File: config.mk
export PLATFORM = sky130hd
export DESIGN_NAME = sdio_top
export DESIGN_NICKNAME = d
export VERILOG_FILES = /design/src/hdl/sdio_pkg.sv /design/src/hdl/sdio_sync_if.sv /design/src/hdl/sdio_pin_sync.sv /design/src/hdl/sdio_top.sv
export SDC_FILE = /design/constraint.sdc
export NUM_CORES = 1
export LEC_CHECK = 0
export BUFFER_PORTS_ARGS = -buffer_cell sky130_fd_sc_hd__buf_2
export CORE_MARGIN = 2
export CORE_UTILIZATION = 40
export CTS_CLUSTER_SIZE = 25
export DETAILED_ROUTE_END_ITERATION = 10
export GPL_ROUTABILITY_DRIVEN = 0
export PLACE_DENSITY_LB_ADDON = 0.1
export SLEW_MARGIN = 20
export SYNTH_ARGS = -nofsm -noshare
export SYNTH_HDL_FRONTEND = slang
export SYNTH_HIERARCHICAL = 1
export SYNTH_SLANG_ARGS = --single-unit
File: constraint.sdc
create_clock -name clk_i -period 2.2 [get_ports clk_i]
set_input_delay 0.44 -clock clk_i [delete_from_list [all_inputs] [get_ports clk_i]]
set_output_delay 0.44 -clock clk_i [all_outputs]
set_load 0.005 [all_outputs]
File: src/hdl/sdio_pkg.sv
// Constants shared by the servo drive digital I/O object block.
// Assumes a single 100 MHz clock domain and object-index addressing.
package sdio_pkg;

  // ==========================================================
  // Object indices and subindices
  localparam logic [15:0] IDX_INPUTS = 16'h60FD;
  localparam logic [15:0] IDX_OUTPUTS = 16'h60FE;
  localparam logic [15:0] IDX_EXT_ENC = 16'h60E4;
  localparam logic [7:0] SUB_COUNT = 8'h00;
  localparam logic [7:0] SUB_FIRST = 8'h01;
  localparam logic [7:0] SUB_SECOND = 8'h02;

  // ==========================================================
  // Entry counts and values after reset
  localparam logic [31:0] OUT_ENTRY_COUNT = 32'h0000_0002;
  localparam logic [31:0] ENC_ENTRY_COUNT = 32'h0000_0001;
  localparam logic [31:0] DRIVE_RESET = 32'h0000_0000;
  localparam logic [31:0] MASK_RESET = 32'h000C_0000;
  localparam logic [31:0] ENC_RESET = 32'h0000_0000;

  // ==========================================================
  // Field positions in the input status word
  localparam int IN_NEG_OT_BIT = 0;
  localparam int IN_POS_OT_BIT = 1;
  localparam int IN_HOME_BIT = 2;
  localparam int IN_SEQ_LSB = 16;
  localparam int IN_SAFE_A_BIT = 24;
  localparam int IN_SAFE_B_BIT = 25;
  localparam int SEQ_COUNT = 7;

  // Field position of the general-purpose outputs
  localparam int OUT_LSB = 17;
  localparam int OUT_COUNT = 5;
  localparam logic [31:0] OUT_FIELD_MASK = 32'h003E_0000;

  // Pin inputs: 3 switches, 7 sequence inputs, 2 safety inputs
  localparam int PIN_COUNT = 12;

endpackage

File: src/hdl/sdio_sync_if.sv
// Carries the qualified pin levels from the synchroniser to the core.
// Assumes both ends run on the same clock.
`timescale 1ns/1ps
`default_nettype none

interface sdio_sync_if;
  logic [sdio_pkg::PIN_COUNT-1:0] level;
  modport src (output level);
  modport dst (input level);
endinterface

`default_nettype wire

File: src/hdl/sdio_pin_sync.sv
// Three-stage pin synchroniser with agreement qualification.
// Assumes raw pins are asynchronous to clk_i.
`timescale 1ns/1ps
`default_nettype none

module sdio_pin_sync (
  // Clock, reset, enable
  input wire logic clk_i,
  input wire logic resetn_i,
  input wire logic ce_i,
  // Raw pins
  input wire logic [sdio_pkg::PIN_COUNT-1:0] pins_i,
  // Qualified levels
  sdio_sync_if.src sync
);

  logic [sdio_pkg::PIN_COUNT-1:0] s1_reg, s2_reg, s3_reg, lvl_reg;
  logic [sdio_pkg::PIN_COUNT-1:0] s1_next, s2_next, s3_next, lvl_next;

  // ==========================================================
  // Next values: a change counts once stages two and three agree
  always_comb begin
    s1_next = s1_reg;
    s2_next = s2_reg;
    s3_next = s3_reg;
    lvl_next = lvl_reg;
    if (ce_i) begin
      s1_next = pins_i;
      s2_next = s1_reg;
      s3_next = s2_reg;
      for (int i = 0; i < sdio_pkg::PIN_COUNT; i++) begin
        if (s2_reg[i] == s3_reg[i]) begin
          lvl_next[i] = s3_reg[i];
        end
      end
    end
  end

  // Registers
  always_ff @(posedge clk_i) begin
    if (!resetn_i) begin
      s1_reg <= '0;
      s2_reg <= '0;
      s3_reg <= '0;
      lvl_reg <= '0;
    end else begin
      s1_reg <= s1_next;
      s2_reg <= s2_next;
      s3_reg <= s3_next;
      lvl_reg <= lvl_next;
    end
  end

  assign sync.level = lvl_reg;

endmodule

`default_nettype wire

File: src/hdl/sdio_top.sv
// Digital I/O object block of a servo drive: input word, outputs, encoder.
// Assumes one 100 MHz clock; the object port is driven by same-clock logic.
`timescale 1ns/1ps
`default_nettype none

module sdio_top (
  // Clock, reset, enable
  input wire logic clk_i,
  input wire logic resetn_i,
  input wire logic ce_i,
  // Connector input pins (asynchronous)
  input wire logic neg_overtravel_in_i,
  input wire logic pos_overtravel_in_i,
  input wire logic home_switch_in_i,
  input wire logic [6:0] seq_input_i,
  input wire logic safety_block_in_a_i,
  input wire logic safety_block_in_b_i,
  // Drive status functions (same clock)
  input wire logic [4:0] status_fn_i,
  input wire logic [4:0] status_assign_i,
  // External encoder position (same clock)
  input wire logic [31:0] ext_enc_pos_i,
  // Object access port
  input wire logic obj_rd_i,
  input wire logic obj_wr_i,
  input wire logic [15:0] obj_index_i,
  input wire logic [7:0] obj_subindex_i,
  input wire logic [31:0] obj_wdata_i,
  output logic [31:0] obj_rdata_o,
  output logic obj_ack_o,
  output logic obj_err_o,
  // General-purpose outputs one to five
  output logic [4:0] gp_output_o
);

  sdio_sync_if sync ();

  logic [sdio_pkg::PIN_COUNT-1:0] pins;
  logic [31:0] drive_reg, drive_next;
  logic [31:0] mask_reg, mask_next;
  logic [31:0] enc_reg, enc_next;
  logic [31:0] rdata_reg, rdata_next;
  logic ack_reg, ack_next;
  logic err_reg, err_next;
  logic [4:0] gpo_reg, gpo_next;
  logic [31:0] in_word;
  logic hit_in_word, hit_out_count, hit_drive, hit_mask;
  logic hit_enc_count, hit_enc_pos;

  // ==========================================================
  // Pin synchroniser
  assign pins = {safety_block_in_b_i, safety_block_in_a_i, seq_input_i,
                 home_switch_in_i, pos_overtravel_in_i, neg_overtravel_in_i};

  sdio_pin_sync u_sync (
    .clk_i(clk_i),
    .resetn_i(resetn_i),
    .ce_i(ce_i),
    .pins_i(pins),
    .sync(sync.src)
  );

  // ==========================================================
  // Input status word assembly, reserved bits zero
  always_comb begin
    in_word = 32'h0000_0000;
    in_word[sdio_pkg::IN_NEG_OT_BIT] = sync.level[0];
    in_word[sdio_pkg::IN_POS_OT_BIT] = sync.level[1];
    in_word[sdio_pkg::IN_HOME_BIT] = sync.level[2];
    for (int i = 0; i < sdio_pkg::SEQ_COUNT; i++) begin
      in_word[sdio_pkg::IN_SEQ_LSB + i] = sync.level[3 + i];
    end
    in_word[sdio_pkg::IN_SAFE_A_BIT] = sync.level[10];
    in_word[sdio_pkg::IN_SAFE_B_BIT] = sync.level[11];
  end

  // Output field of a word, reserved bits cleared
  function automatic logic [4:0] out_field(input logic [31:0] w);
    out_field = w[sdio_pkg::OUT_LSB +: sdio_pkg::OUT_COUNT];
  endfunction

  // ==========================================================
  // Object address decode, shared by the write and read paths
  function automatic logic obj_hit(input logic [15:0] idx,
    input logic [7:0] sub, input logic [15:0] want_idx,
    input logic [7:0] want_sub);
    obj_hit = (idx == want_idx) && (sub == want_sub);
  endfunction

  // One select per readable object; at most one is high
  always_comb begin
    hit_in_word = obj_hit(obj_index_i, obj_subindex_i,
      sdio_pkg::IDX_INPUTS, sdio_pkg::SUB_COUNT);
    hit_out_count = obj_hit(obj_index_i, obj_subindex_i,
      sdio_pkg::IDX_OUTPUTS, sdio_pkg::SUB_COUNT);
    hit_drive = obj_hit(obj_index_i, obj_subindex_i,
      sdio_pkg::IDX_OUTPUTS, sdio_pkg::SUB_FIRST);
    hit_mask = obj_hit(obj_index_i, obj_subindex_i,
      sdio_pkg::IDX_OUTPUTS, sdio_pkg::SUB_SECOND);
    hit_enc_count = obj_hit(obj_index_i, obj_subindex_i,
      sdio_pkg::IDX_EXT_ENC, sdio_pkg::SUB_COUNT);
    hit_enc_pos = obj_hit(obj_index_i, obj_subindex_i,
      sdio_pkg::IDX_EXT_ENC, sdio_pkg::SUB_FIRST);
  end

  // ==========================================================
  // Object access: one-cycle answer with ack, err on bad access
  // Write wins when both strobes are high in one cycle
  always_comb begin
    drive_next = drive_reg;
    mask_next = mask_reg;
    rdata_next = rdata_reg;
    ack_next = ack_reg; // Frozen while ce_i is low
    err_next = err_reg;
    if (ce_i) begin
      ack_next = 1'b0;
      err_next = 1'b0;
      if (obj_wr_i) begin
        ack_next = 1'b1;
        if (hit_drive) begin
          drive_next = obj_wdata_i & sdio_pkg::OUT_FIELD_MASK;
        end else if (hit_mask) begin
          mask_next = obj_wdata_i & sdio_pkg::OUT_FIELD_MASK;
        end else begin
          err_next = 1'b1; // Read-only or unmapped object
        end
      end else if (obj_rd_i) begin
        ack_next = 1'b1;
        rdata_next = 32'h0000_0000;
        if (hit_in_word) begin
          rdata_next = in_word;
        end else if (hit_out_count) begin
          rdata_next = sdio_pkg::OUT_ENTRY_COUNT;
        end else if (hit_drive) begin
          rdata_next = drive_reg;
        end else if (hit_mask) begin
          rdata_next = mask_reg;
        end else if (hit_enc_count) begin
          rdata_next = sdio_pkg::ENC_ENTRY_COUNT;
        end else if (hit_enc_pos) begin
          rdata_next = enc_reg;
        end else begin
          err_next = 1'b1; // Unmapped object reads as zero
        end
      end
    end
  end

  // Object access registers
  always_ff @(posedge clk_i) begin
    if (!resetn_i) begin
      drive_reg <= sdio_pkg::DRIVE_RESET;
      mask_reg <= sdio_pkg::MASK_RESET;
      rdata_reg <= 32'h0000_0000;
      ack_reg <= 1'b0;
      err_reg <= 1'b0;
    end else begin
      drive_reg <= drive_next;
      mask_reg <= mask_next;
      rdata_reg <= rdata_next;
      ack_reg <= ack_next;
      err_reg <= err_next;
    end
  end

  // ==========================================================
  // Encoder capture: one register stage from the same-clock input
  always_comb begin
    enc_next = enc_reg;
    if (ce_i) begin
      enc_next = ext_enc_pos_i;
    end
  end

  // Encoder register
  always_ff @(posedge clk_i) begin
    if (!resetn_i) begin
      enc_reg <= sdio_pkg::ENC_RESET;
    end else begin
      enc_reg <= enc_next;
    end
  end

  // ==========================================================
  // Output drive: mask gates the software value, status ORed on top
  // A status function shows even with its mask bit clear
  always_comb begin
    gpo_next = gpo_reg;
    if (ce_i) begin
      gpo_next = (out_field(drive_reg) & out_field(mask_reg))
                 | (status_fn_i & status_assign_i);
    end
  end

  // Output register
  always_ff @(posedge clk_i) begin
    if (!resetn_i) begin
      gpo_reg <= 5'h00;
    end else begin
      gpo_reg <= gpo_next;
    end
  end

  // Outputs straight from flip-flops
  assign obj_rdata_o = rdata_reg;
  assign obj_ack_o = ack_reg;
  assign obj_err_o = err_reg;
  assign gp_output_o = gpo_reg;

endmodule

`default_nettype wire

# Word-level counts from Yosys, hierarchy flattened
# Index checks and enable logic that the tools add are counted.
# op_classes
n_mux	18
n_eq_ne	17
bitwise_logic	5
n_reduce_logical	22
# op_table
operator	n
$mux 32	6
$eq 16x15->1 const B	3
$reduce_and 2->1	12
$eq 1x1->1	12
$mux 1	12
$and 5x5->5	2
$eq 8x1->1 const B	1
$eq 8x2->1 const B	1
$logic_not 8->1	1
$logic_and 1x1->1	6
$reduce_and 3->1	2
$or 5x5->5	1
$reduce_and 4->1	1
$not 1->1	2
# totals
register_bits	129
inputBits	115
elab_cells	84

# Depth between registers and ports, before layout
# Gate-level depths: netlist of the first run.
# logic_depth
word_depth	10
mapped_depth	6

# By module
# Netlist of the first run, hierarchy kept.
# by_module_without_submodules
module	area_each_um2	instances	cells_per_inst	seq_area_each_um2
sdio_top	3627.2	1	431	1621.6
sdio_pin_sync	2010.7	1	194	960.9

# Least setup slack after synthesis of the first run
# OpenSTA, ideal clock, no wires.
# synth_path
path_kind	input -> register
start	input obj_subindex_i[1]
end	register rdata_reg[1], in the netlist obj_rdata_o[1]
stages	5
setup_time_ns	0.121
setup_slack_ns	0.468
t_required_ns	2.079
arrival_time_ns	1.611
path_cell_list	buf_6 or4b_4 or4_1 o2111ai_1 nand2_1
# synth_between
elab_chain_len	8
# synth_rtl
item	line	rtl
from (decl)	sdio_top.sv:27	input wire logic [7:0] obj_subindex_i,
$eq 8x1->1	sdio_top.sv:87	obj_hit = (idx == want_idx) && (sub == want_sub);
$logic_and 1x1->1	sdio_top.sv:87	
$mux 32	sdio_top.sv:140	end else if (hit_enc_pos) begin
$mux 32	sdio_top.sv:138	end else if (hit_enc_count) begin
$mux 32	sdio_top.sv:136	end else if (hit_mask) begin
$mux 32	sdio_top.sv:134	end else if (hit_drive) begin
$mux 32	sdio_top.sv:132	end else if (hit_out_count) begin
$mux 32 (*)	sdio_top.sv:130	if (hit_in_word) begin
to (signal assigned)	sdio_top.sv:160	rdata_reg <= rdata_next;
to (decl)	sdio_top.sv:42	logic [31:0] rdata_reg, rdata_next;
# Every way passes the cells marked *; elsewhere a longest branch is shown, timed or not.
# A chain may end at the register's enable or synchronous reset.

# Final worst setup path of the first run
# layout_path
start	input obj_index_i[12]
end	register err_reg, in the netlist obj_err_o
# layout_between
elab_chain_len	10
# layout_rtl
item	line	rtl
from (decl)	sdio_top.sv:26	input wire logic [15:0] obj_index_i,
$eq 16x15->1	sdio_top.sv:87	
$logic_and 1x1->1	sdio_top.sv:87	
$mux 1	sdio_top.sv:140	
$mux 1	sdio_top.sv:138	
$mux 1	sdio_top.sv:136	
$mux 1	sdio_top.sv:134	
$mux 1	sdio_top.sv:132	
$mux 1	sdio_top.sv:130	
$mux 1	sdio_top.sv:127	end else if (obj_rd_i) begin
$mux 1 (*)	sdio_top.sv:118	if (obj_wr_i) begin
to (signal assigned)	sdio_top.sv:162	err_reg <= err_next;
to (decl)	sdio_top.sv:44	logic err_reg, err_next;
# Marks and branches as above.

==> impl_metrics.ini, run 1 <==
[sta]
final-setup-viol-count = 0
worst_pin_slew_ps = 478
rsz0062_at_grt = false
drv_slew = 0
min_period_over_period_pct = 72.7
fin_tns_setup_ps = 0
min_period_ps = 1600
finalHoldViolCount = 0
fmax_mhz = 625
slew_headroom_pct = 67.3
hold_ws_ps = 266
setup_slack_ps = 600
worst_clock_skew_ps = 4.20

[cts]
hold_buffers = 0
clk_latency_ps = 410
cts_tree = yes
htree_levels = 4
clkSinkCount = 129
post_cts_resized = 0
cts-root-buf = clkbuf_16
post-cts-setup-buffers = 0
clkTransAtPathRegs_ps = 60
numCtsBuffers = 17
clockBufferDepth = 2

[power_and_ir_drop]
p_total_mw = 6.17
seqPwrFrac_pct = 39.8
clkPwrFrac_pct = 53.0
cellInternalPower_mw = 4.88
power_frac_comb_pct = 7.1
sw_frac_of_total_pct = 20.9
p_sw_mw = 1.29
ir_worst_vdd_mv = 0.570
p_per_area_nw_per_um2 = 868
p_leak_nw = 2.91

[cells_and_area]
antenna_cells = 0
drive_above_1_share_pct = 25.9
final_cell_mix = dfxtp_1 (129), buf_2 (125), nor2_1 (79)
syn2layout_area_growth_pct = 26.0
final_common_cell = dfxtp_1
fin_nets = 855
design_area_um2 = 7100

[worst_setup_path]
cp_data_required_time_ps = 2510
r2r_cells = 4
reg2reg_slack_ps = 1040
rr_startpoint = obj_err_o
start_kind = primary input
crit_type = primary input to flop
end_kind = flop
critPathArrivalTime_ps = 1910
reg2reg_to = obj_err_o
cp_max_fo = 40

[synthesis]
yosysTopAreaCell = dfxtp_1
synth_edf_count = 0
ys_types = 46
netlist_top_cells_area = dfxtp_1 (46%), mux2i_1 (12%), nor2_1 (5.3%), a21oi_1 (4.8%), o32ai_2 (3.5%)
synth_seq_area_share_pct = 45.8
synth_top_cell_area_share_pct = 45.8
yosys_warnings = 6
synth_ff_type = dfxtp_1
syn-cell-area_um2 = 5640
syn_avg_cell_area_um2 = 9.02
netlist_instances = 625
ys_ff_latch = 129
synthArstFlopShare_pct = 0
synthesis.nets = 740

[hold_path]
hp-start = ext_enc_pos_i[8]
worst_hold_path_type = primary input to flop
min_delay_path_depth = 3
whs_endpoint = enc_reg[8]

[routing]
first_pass_iters = 4
wl_per_cell_um = 15.0
routed_wirelength_um = 14000
vias = 4892
drtIter0Drc = 302
drcViolationCount = 0
final_antenna_net_count = 0
via_per_inst = 5.24

[global_route]
use_met2_pct = 30.5
met1_usage_pct = 25.3
grt_pass1_wl_um = 22300
grt_pass1_vias = 4606
use_met3_pct = 3.95
gr-total-overflow = 0
grt_max_degree = 77
grtUsageTotal_pct = 19.0
busiest_layer = met2
antenna_found_initial = 0

[floorplan]
start_util_pct = 40.8
rows = 43
dieWidth_um = 123
core-area_um2 = 13800
die_y_um = 123
dieArea_um2 = 15100
ios = 154

[placement]
dpl_worst_slack_ps = 175
io_buffer_count = 126
place_area_um2 = 6420
post-dp-hpwl_um = 9670

[flow_run]
drv_cap = 0

[run_status]
status = completed
-- layer usage --
metal,vias up,routed length [µm]
met5,-,0
met4,0,155
met3,9,672
met2,123,6590
met1,2314,6570
li1,2446,-
-- final cells by class --
| class | instances | area, µm² |
|---|---|---|
| Clock buffer | 22 | 454 |
| Clock inverter | 10 | 230 |
| Fill cell | 1298 | 6720 |
| Inverter | 35 | 131 |
| Multi-Input combinational cell | 412 | 2640 |
| Sequential cell | 129 | 2580 |
| Tap cell | 180 | 225 |
| Timing Repair Buffer | 145 | 838 |
-- cells by family after synthesis --
family | count (synthesis) | share of synthesized area (%)
simple gates | 218 | 19.8
flops | 129 | 45.8
compound gates | 125 | 14.8
buf+inv | 84 | 7.35
mux | 68 | 12.1
xor+xnor | 1 | 0.155
-- through the flow --
| stage | util [%] | cells |
|---|---|---|
| after global routing | 51.4 | 933 |
| final | 51.4 | 933 |
| after detailed placement | 46.4 | 901 |
| after floorplan | - | 625 |
| after CTS | 51.4 | 933 |
| after global placement | 46.4 | 901 |
-- power by group through the flow --
stage	Combinational, mW	Clock [mW]	Sequential [mW]
floorplan	0.272	0	2.50
global placement	0.429	0	2.50
detailed placement	0.440	0	2.51
CTS	0.442	3.33	2.46
global route	0.487	3.44	2.47
finish	0.440	3.27	2.46
-- synth_stat cells (all sizes together), types with 4 or more instances --
| master | number |
|---|---|
| a22oi | 5 |
| buf | 28 |
| nand2b | 4 |
| a22o | 5 |
| o21ai | 31 |
| o32ai | 12 |
| nand2 | 36 |
| nor2 | 79 |
| mux2i | 68 |
| nor2b | 14 |
| nand3 | 16 |
| or4 | 4 |
| a31oi | 6 |
| clkbuf | 21 |
| dfxtp | 129 |
| a21oi | 54 |
| nor4 | 27 |
| a211oi | 6 |
| nand4b | 4 |
| inv | 35 |
| nand4 | 23 |
-- worst max-delay path by stage --
stage	cells past startpoint	to	startpoint	slack [ps]
after global placement	6	obj_err_o	obj_index_i[12]	210
after CTS	6	obj_err_o	obj_index_i[12]	600
after detailed placement	6	obj_err_o	obj_index_i[12]	180
after global routing	6	obj_err_o	obj_index_i[12]	560
after floorplan	5	obj_rdata_o[1]	obj_subindex_i[1]	470
final	6	obj_err_o	obj_index_i[12]	600
-- critical path, cell delays in order --
cell and delay, ps:
buf_2 100, nor4bb_1 460, and4_2 360, buf_12 210
a21oi_1 90, a31o_2 240
(Power assumes the default switching activity.)
==> run 2: changes to the inputs <==
- clock period: 2.2 -> 1.5 ns (I/O delays scaled with it)
==> run 2 against run 1 <==
Worst setup slack lost 430 ps. Core utilization rose by 1.5 points. Via count increased by 1.9%. First-iteration DRC count rose by 14%. Sequential power up 47%. Largest power group unchanged.
==> impl_metrics.ini, run 2 (synthesized netlist as in run 1, its figures left out) <==
[worst_setup_path]
critPathArrivalTime_ps = 1660
reg2reg_slack_ps = 340
cpPeakStageDelay_ps = 390
crit_type = primary input to flop
cp_max_fo = 30
critPathSlowestCell = and4_2
r2r_cells = 4
rr_startpoint = u_sync/sync.level[4]
cpLargestDelayFamily = simple AND/OR/NAND/NOR gates
crit_chain = buf_2, nor4_1, and4_2, buf_12, nand4_1, a21oi_1
cp_data_required_time_ps = 1830
start_kind = primary input
reg2reg_to = obj_rdata_o[17]
path_buf_inv = 2
end_kind = flop

[sta]
min_period_over_period_pct = 88.4
final-setup-viol-count = 0
finalHoldViolCount = 0
worst_pin_slew_ps = 471
rsz0062_at_grt = false
worst_clock_skew_ps = 5.52
fin_tns_setup_ps = 0
drv_slew = 0
hold_ws_ps = 129
fmax_mhz = 754
slew_headroom_pct = 67.8
min_period_ps = 1330

[hold_path]
whs_endpoint = u_sync/s1_reg[11]
worst_hold_path_type = primary input to flop
hp-start = safety_block_in_b_i
min_delay_path_depth = 3

[cells_and_area]
drive_above_1_share_pct = 28.6
antenna_cells = 0
utilization_pct = 52.9
final_common_cell = dfxtp_1
syn2layout_area_growth_pct = 29.7
fin_nets = 883
final_cell_mix = dfxtp_1 (129), buf_2 (125), nor2_1 (79)
fillers = 1302

[flow_run]
drv_cap = 0

[power_and_ir_drop]
p_leak_nw = 3.04
p_per_area_nw_per_um2 = 1160
ir_worst_vdd_mv = 0.646

[routing]
first_pass_iters = 5
drtIter0Drc = 343
final_antenna_net_count = 0
via_per_inst = 5.19
vias = 4987
drcViolationCount = 0
wl_per_cell_um = 14.8
routed_wirelength_um = 14200

[cts]
post-cts-setup-buffers = 0
clockBufferDepth = 2
clk_latency_ps = 410
clkSinkCount = 129
clkTransAtPathRegs_ps = 50
htree_levels = 4
cts-root-buf = clkbuf_16
numCtsBuffers = 17
post_cts_resized = 0
hold_buffers = 0
cts_tree = yes

[global_route]
grt_pass1_wl_um = 22800
antenna_found_initial = 1
gr-total-overflow = 0
grt_pass1_vias = 4754
grt_max_degree = 62
grtUsageTotal_pct = 19.4

[run_status]
status = completed

[floorplan]
dieArea_um2 = 15100
ios = 154
start_util_pct = 40.8
core-area_um2 = 13800
dieWidth_um = 123
die_y_um = 123
rows = 43

[placement]
post-dp-hpwl_um = 10000
io_buffer_count = 126
## run 2: report_power, final
group	leakage [nW]	internal, mW	total, mW	switching [mW]
combinational	1.69	0.337	0.700	0.363
clock	0.294	2.78	4.15	1.37
sequential	1.05	3.54	3.61	0.0624
## run 2: worst register-to-register path, stage by stage (launching register included)
cell     delay, ps
dfxtp_1        360
inv_1           60
nor4_1         310
o21ai_0        220
a21oi_1        150
## run 2: worst max path at each step
stage	start	endpoint	slack [ps]	cells past startpoint
2_1_floorplan	obj_subindex_i[1]	obj_rdata_o[1]	-70	5
3_3_place_gp	obj_subindex_i[1]	obj_rdata_o[1]	-200	6
3_5_place_dp	obj_index_i[11]	obj_rdata_o[9]	-260	6
4_1_cts	obj_index_i[11]	obj_rdata_o[9]	170	6
5_1_grt	obj_index_i[11]	obj_rdata_o[9]	10	6
6_report	obj_index_i[11]	obj_rdata_o[9]	170	6
## run 2: layout make-up
class	instances	area (µm²)	share of cell area, %
multi-input cells	412	2660	36.4
clock buffers	26	499	6.83
clock inverters	5	100	1.37
repair buffers	173	1110	15.2
inverters	35	131	1.80
flip-flops and latches	129	2580	35.3
well taps	180	225	3.08
## run 2: per-stage QoR
step	setup slack [ps]	power [mW]	cell area [µm²]	instances
after floorplan	-67.1	4.07	5660	625
after global placement	-201	4.36	6710	929
after detailed placement	-259	4.38	6710	929
after CTS	171	8.55	7310	960
after global routing	13.5	8.78	7310	960
final	174	8.45	7310	960
## run 2: metal layers
layer | wire length (µm) | part of all wire (%) | vias up | track usage (%)
met2 | 6830 | 48 | 112 | 31.0
li1 | - | - | 2507 | -
met4 | 99 | 0.70 | 2 | 5.82
met3 | 698 | 4.9 | 10 | 5.58
met1 | 6570 | 46 | 2356 | 25.4
met5 | 13 | 0.091 | - | 0
==> run 3: changes to the inputs <==
- ABC_AREA: default -> 1
==> run 3 against run 2 <==
Routed wire length fell by 1.5%. Fmax rose by 8.6%. Worst hold slack got worse by 19 ps. Worst setup slack improved by 110 ps. Non-clock buffer count fell by 5. Highest routed layer is now met4.
==> impl_metrics.ini, run 3 <==
[run_status]
status = completed

[cells_and_area]
syn2layout_area_growth_pct = 31.8
fin_nets = 1010
antenna_cells = 0
final_common_cell = nor2_1
design_area_um2 = 6960
utilization_pct = 54.5
final_cell_mix = nor2_1 (152), nand2_1 (144), dfxtp_1 (129)
drive_above_1_share_pct = 23.7

[sta]
min_period_over_period_pct = 81.4
drv_slew = 0
worst_clock_skew_ps = 7.66
worst_pin_slew_ps = 618
final-setup-viol-count = 0
slew_headroom_pct = 58.7
min_period_ps = 1220
hold_ws_ps = 110
finalHoldViolCount = 0
rsz0062_at_grt = false
fmax_mhz = 819

[cts]
post_cts_resized = 0
htree_levels = 4
clk_latency_ps = 410
post-cts-setup-buffers = 0
cts_tree = yes
hold_buffers = 0
numCtsBuffers = 17
cts-root-buf = clkbuf_16
clkSinkCount = 129
clockBufferDepth = 2
clkTransAtPathRegs_ps = 60

[routing]
routed_wirelength_um = 14000
via_per_inst = 4.82
vias = 5209
first_pass_iters = 5
drcViolationCount = 0
wl_per_cell_um = 13.0
final_antenna_net_count = 0
drtIter0Drc = 377

[worst_setup_path]
crit_type = flop to output port
end_kind = output port
cp_max_fo = 2
critPathArrivalTime_ps = 920
cp_data_required_time_ps = 1200
path_buf_inv = 1
crit_chain = buf_2
cpLargestDelayFamily = flip-flops
start_kind = flop
cpPeakStageDelay_ps = 370
critPathSlowestCell = dfxtp_1

[synthesis]
synth_most_common_cell = nor2_1
yosys_warnings = 6
synth_top_cell_area_share_pct = 48.9
syn-cell-area_um2 = 5280
ys_ff_latch = 129
ys_types = 25
netlist_instances = 746
synth_commonest_cells = nor2_1 (155), nand2_1 (146), dfxtp_1 (129), o21ai_0 (79), inv_1 (58)
synth_seq_area_share_pct = 48.9
netlist_top_cells_area = dfxtp_1 (49%), nor2_1 (11%), nand2_1 (10%), o21ai_0 (7.5%), a21oi_1 (5.3%)
yosysTopAreaCell = dfxtp_1
synth_ff_type = dfxtp_1
syn_avg_cell_area_um2 = 7.08
synthArstFlopShare_pct = 0
synth_edf_count = 0
synthesis.nets = 861

[placement]
place_area_um2 = 6330
io_buffer_count = 126
post-dp-hpwl_um = 10100

[power_and_ir_drop]
p_per_area_nw_per_um2 = 1240
p_leak_nw = 3.24
ir_worst_vdd_mv = 0.727

[global_route]
grtUsageTotal_pct = 20.5
antenna_found_initial = 0
grt_pass1_vias = 5013
grt_pass1_wl_um = 23400
grt_max_degree = 39
gr-total-overflow = 0

[floorplan]
core-area_um2 = 12800
rows = 41
die_y_um = 119
start_util_pct = 41.4
dieWidth_um = 119
dieArea_um2 = 14100
ios = 154

[hold_path]
worst_hold_path_type = primary input to flop

[flow_run]
drv_cap = 0
==> run 3: changes by cell type in the layout (fill, tap and decap cells not counted), sizes merged, moves of 12 or more <==
cell / before / now
inv: 35 / 60
nand2: 36 / 146
nor2: 79 / 156
mux2i: 68 / 0
nor3: 1 / 13
o32ai: 12 / 0
nand4: 23 / 5
nand3: 16 / 50
o21ai: 31 / 81
nor4: 27 / 1
nor2b: 14 / 0
==> run 3: kinds of logic (layout without fill, tap and decap cells) <==
| kind of cell | Yosys count | after routing | synth area share [%] |
|---|---|---|---|
| simple gates | 371 | 371 | 28.7 |
| flops | 129 | 129 | 48.9 |
| compound gates | 145 | 145 | 14.2 |
| buf+inv | 101 | 263 | 8.15 |
==> run 3: power breakdown <==
part	switching (mW)	internal, mW	leakage, nW
Sequential	0.0689	3.57	1.06
Clock	1.44	2.91	0.303
Combinational	0.366	0.268	1.88
Total	1.87	6.75	3.24
==> run 3: through the flow <==
| stage | TNS (ps) | power, mW | instances | setup slack [ps] |
|---|---|---|---|---|
| floorplan | -636 | 4.05 | 746 | -63.6 |
| global placement | -1260 | 4.33 | 1048 | -75.1 |
| detailed placement | -2180 | 4.35 | 1048 | -105 |
| CTS | 0 | 8.72 | 1080 | 262 |
| global route | 0 | 8.99 | 1080 | 144 |
| finish | 0 | 8.62 | 1080 | 280 |
==> run 3: cell type report <==
cell class | instances | area (µm²)
fillers | 1220 | 5810
flip-flops and latches | 129 | 2580
multi-input cells | 516 | 2300
repair buffers | 168 | 996
clock buffers | 23 | 478
inverters | 63 | 239
well taps | 172 | 215
clock inverters | 9 | 154
==> run 3: path summary, 6_finish.rpt <==
kind                   startpoint               end  slack, ps  cells past startpoint
hold / removal     seq_input_i[2]  u_sync/s1_reg[5]        110                      3
setup reg to reg       enc_reg[1]    obj_rdata_o[1]        660                      4
hold reg to reg    obj_rdata_o[6]    obj_rdata_o[6]        460                      2
setup / recovery  obj_rdata_o[16]   obj_rdata_o[16]        280                      1
==> run 3: routing by layer <==
metal	GRT usage (%)	vias up	wire length, µm
met5	0	-	0
met4	8.18	0	293
met3	5.60	27	670
met2	33.5	132	6590
met1	25.5	2352	6450
li1	-	2698	-
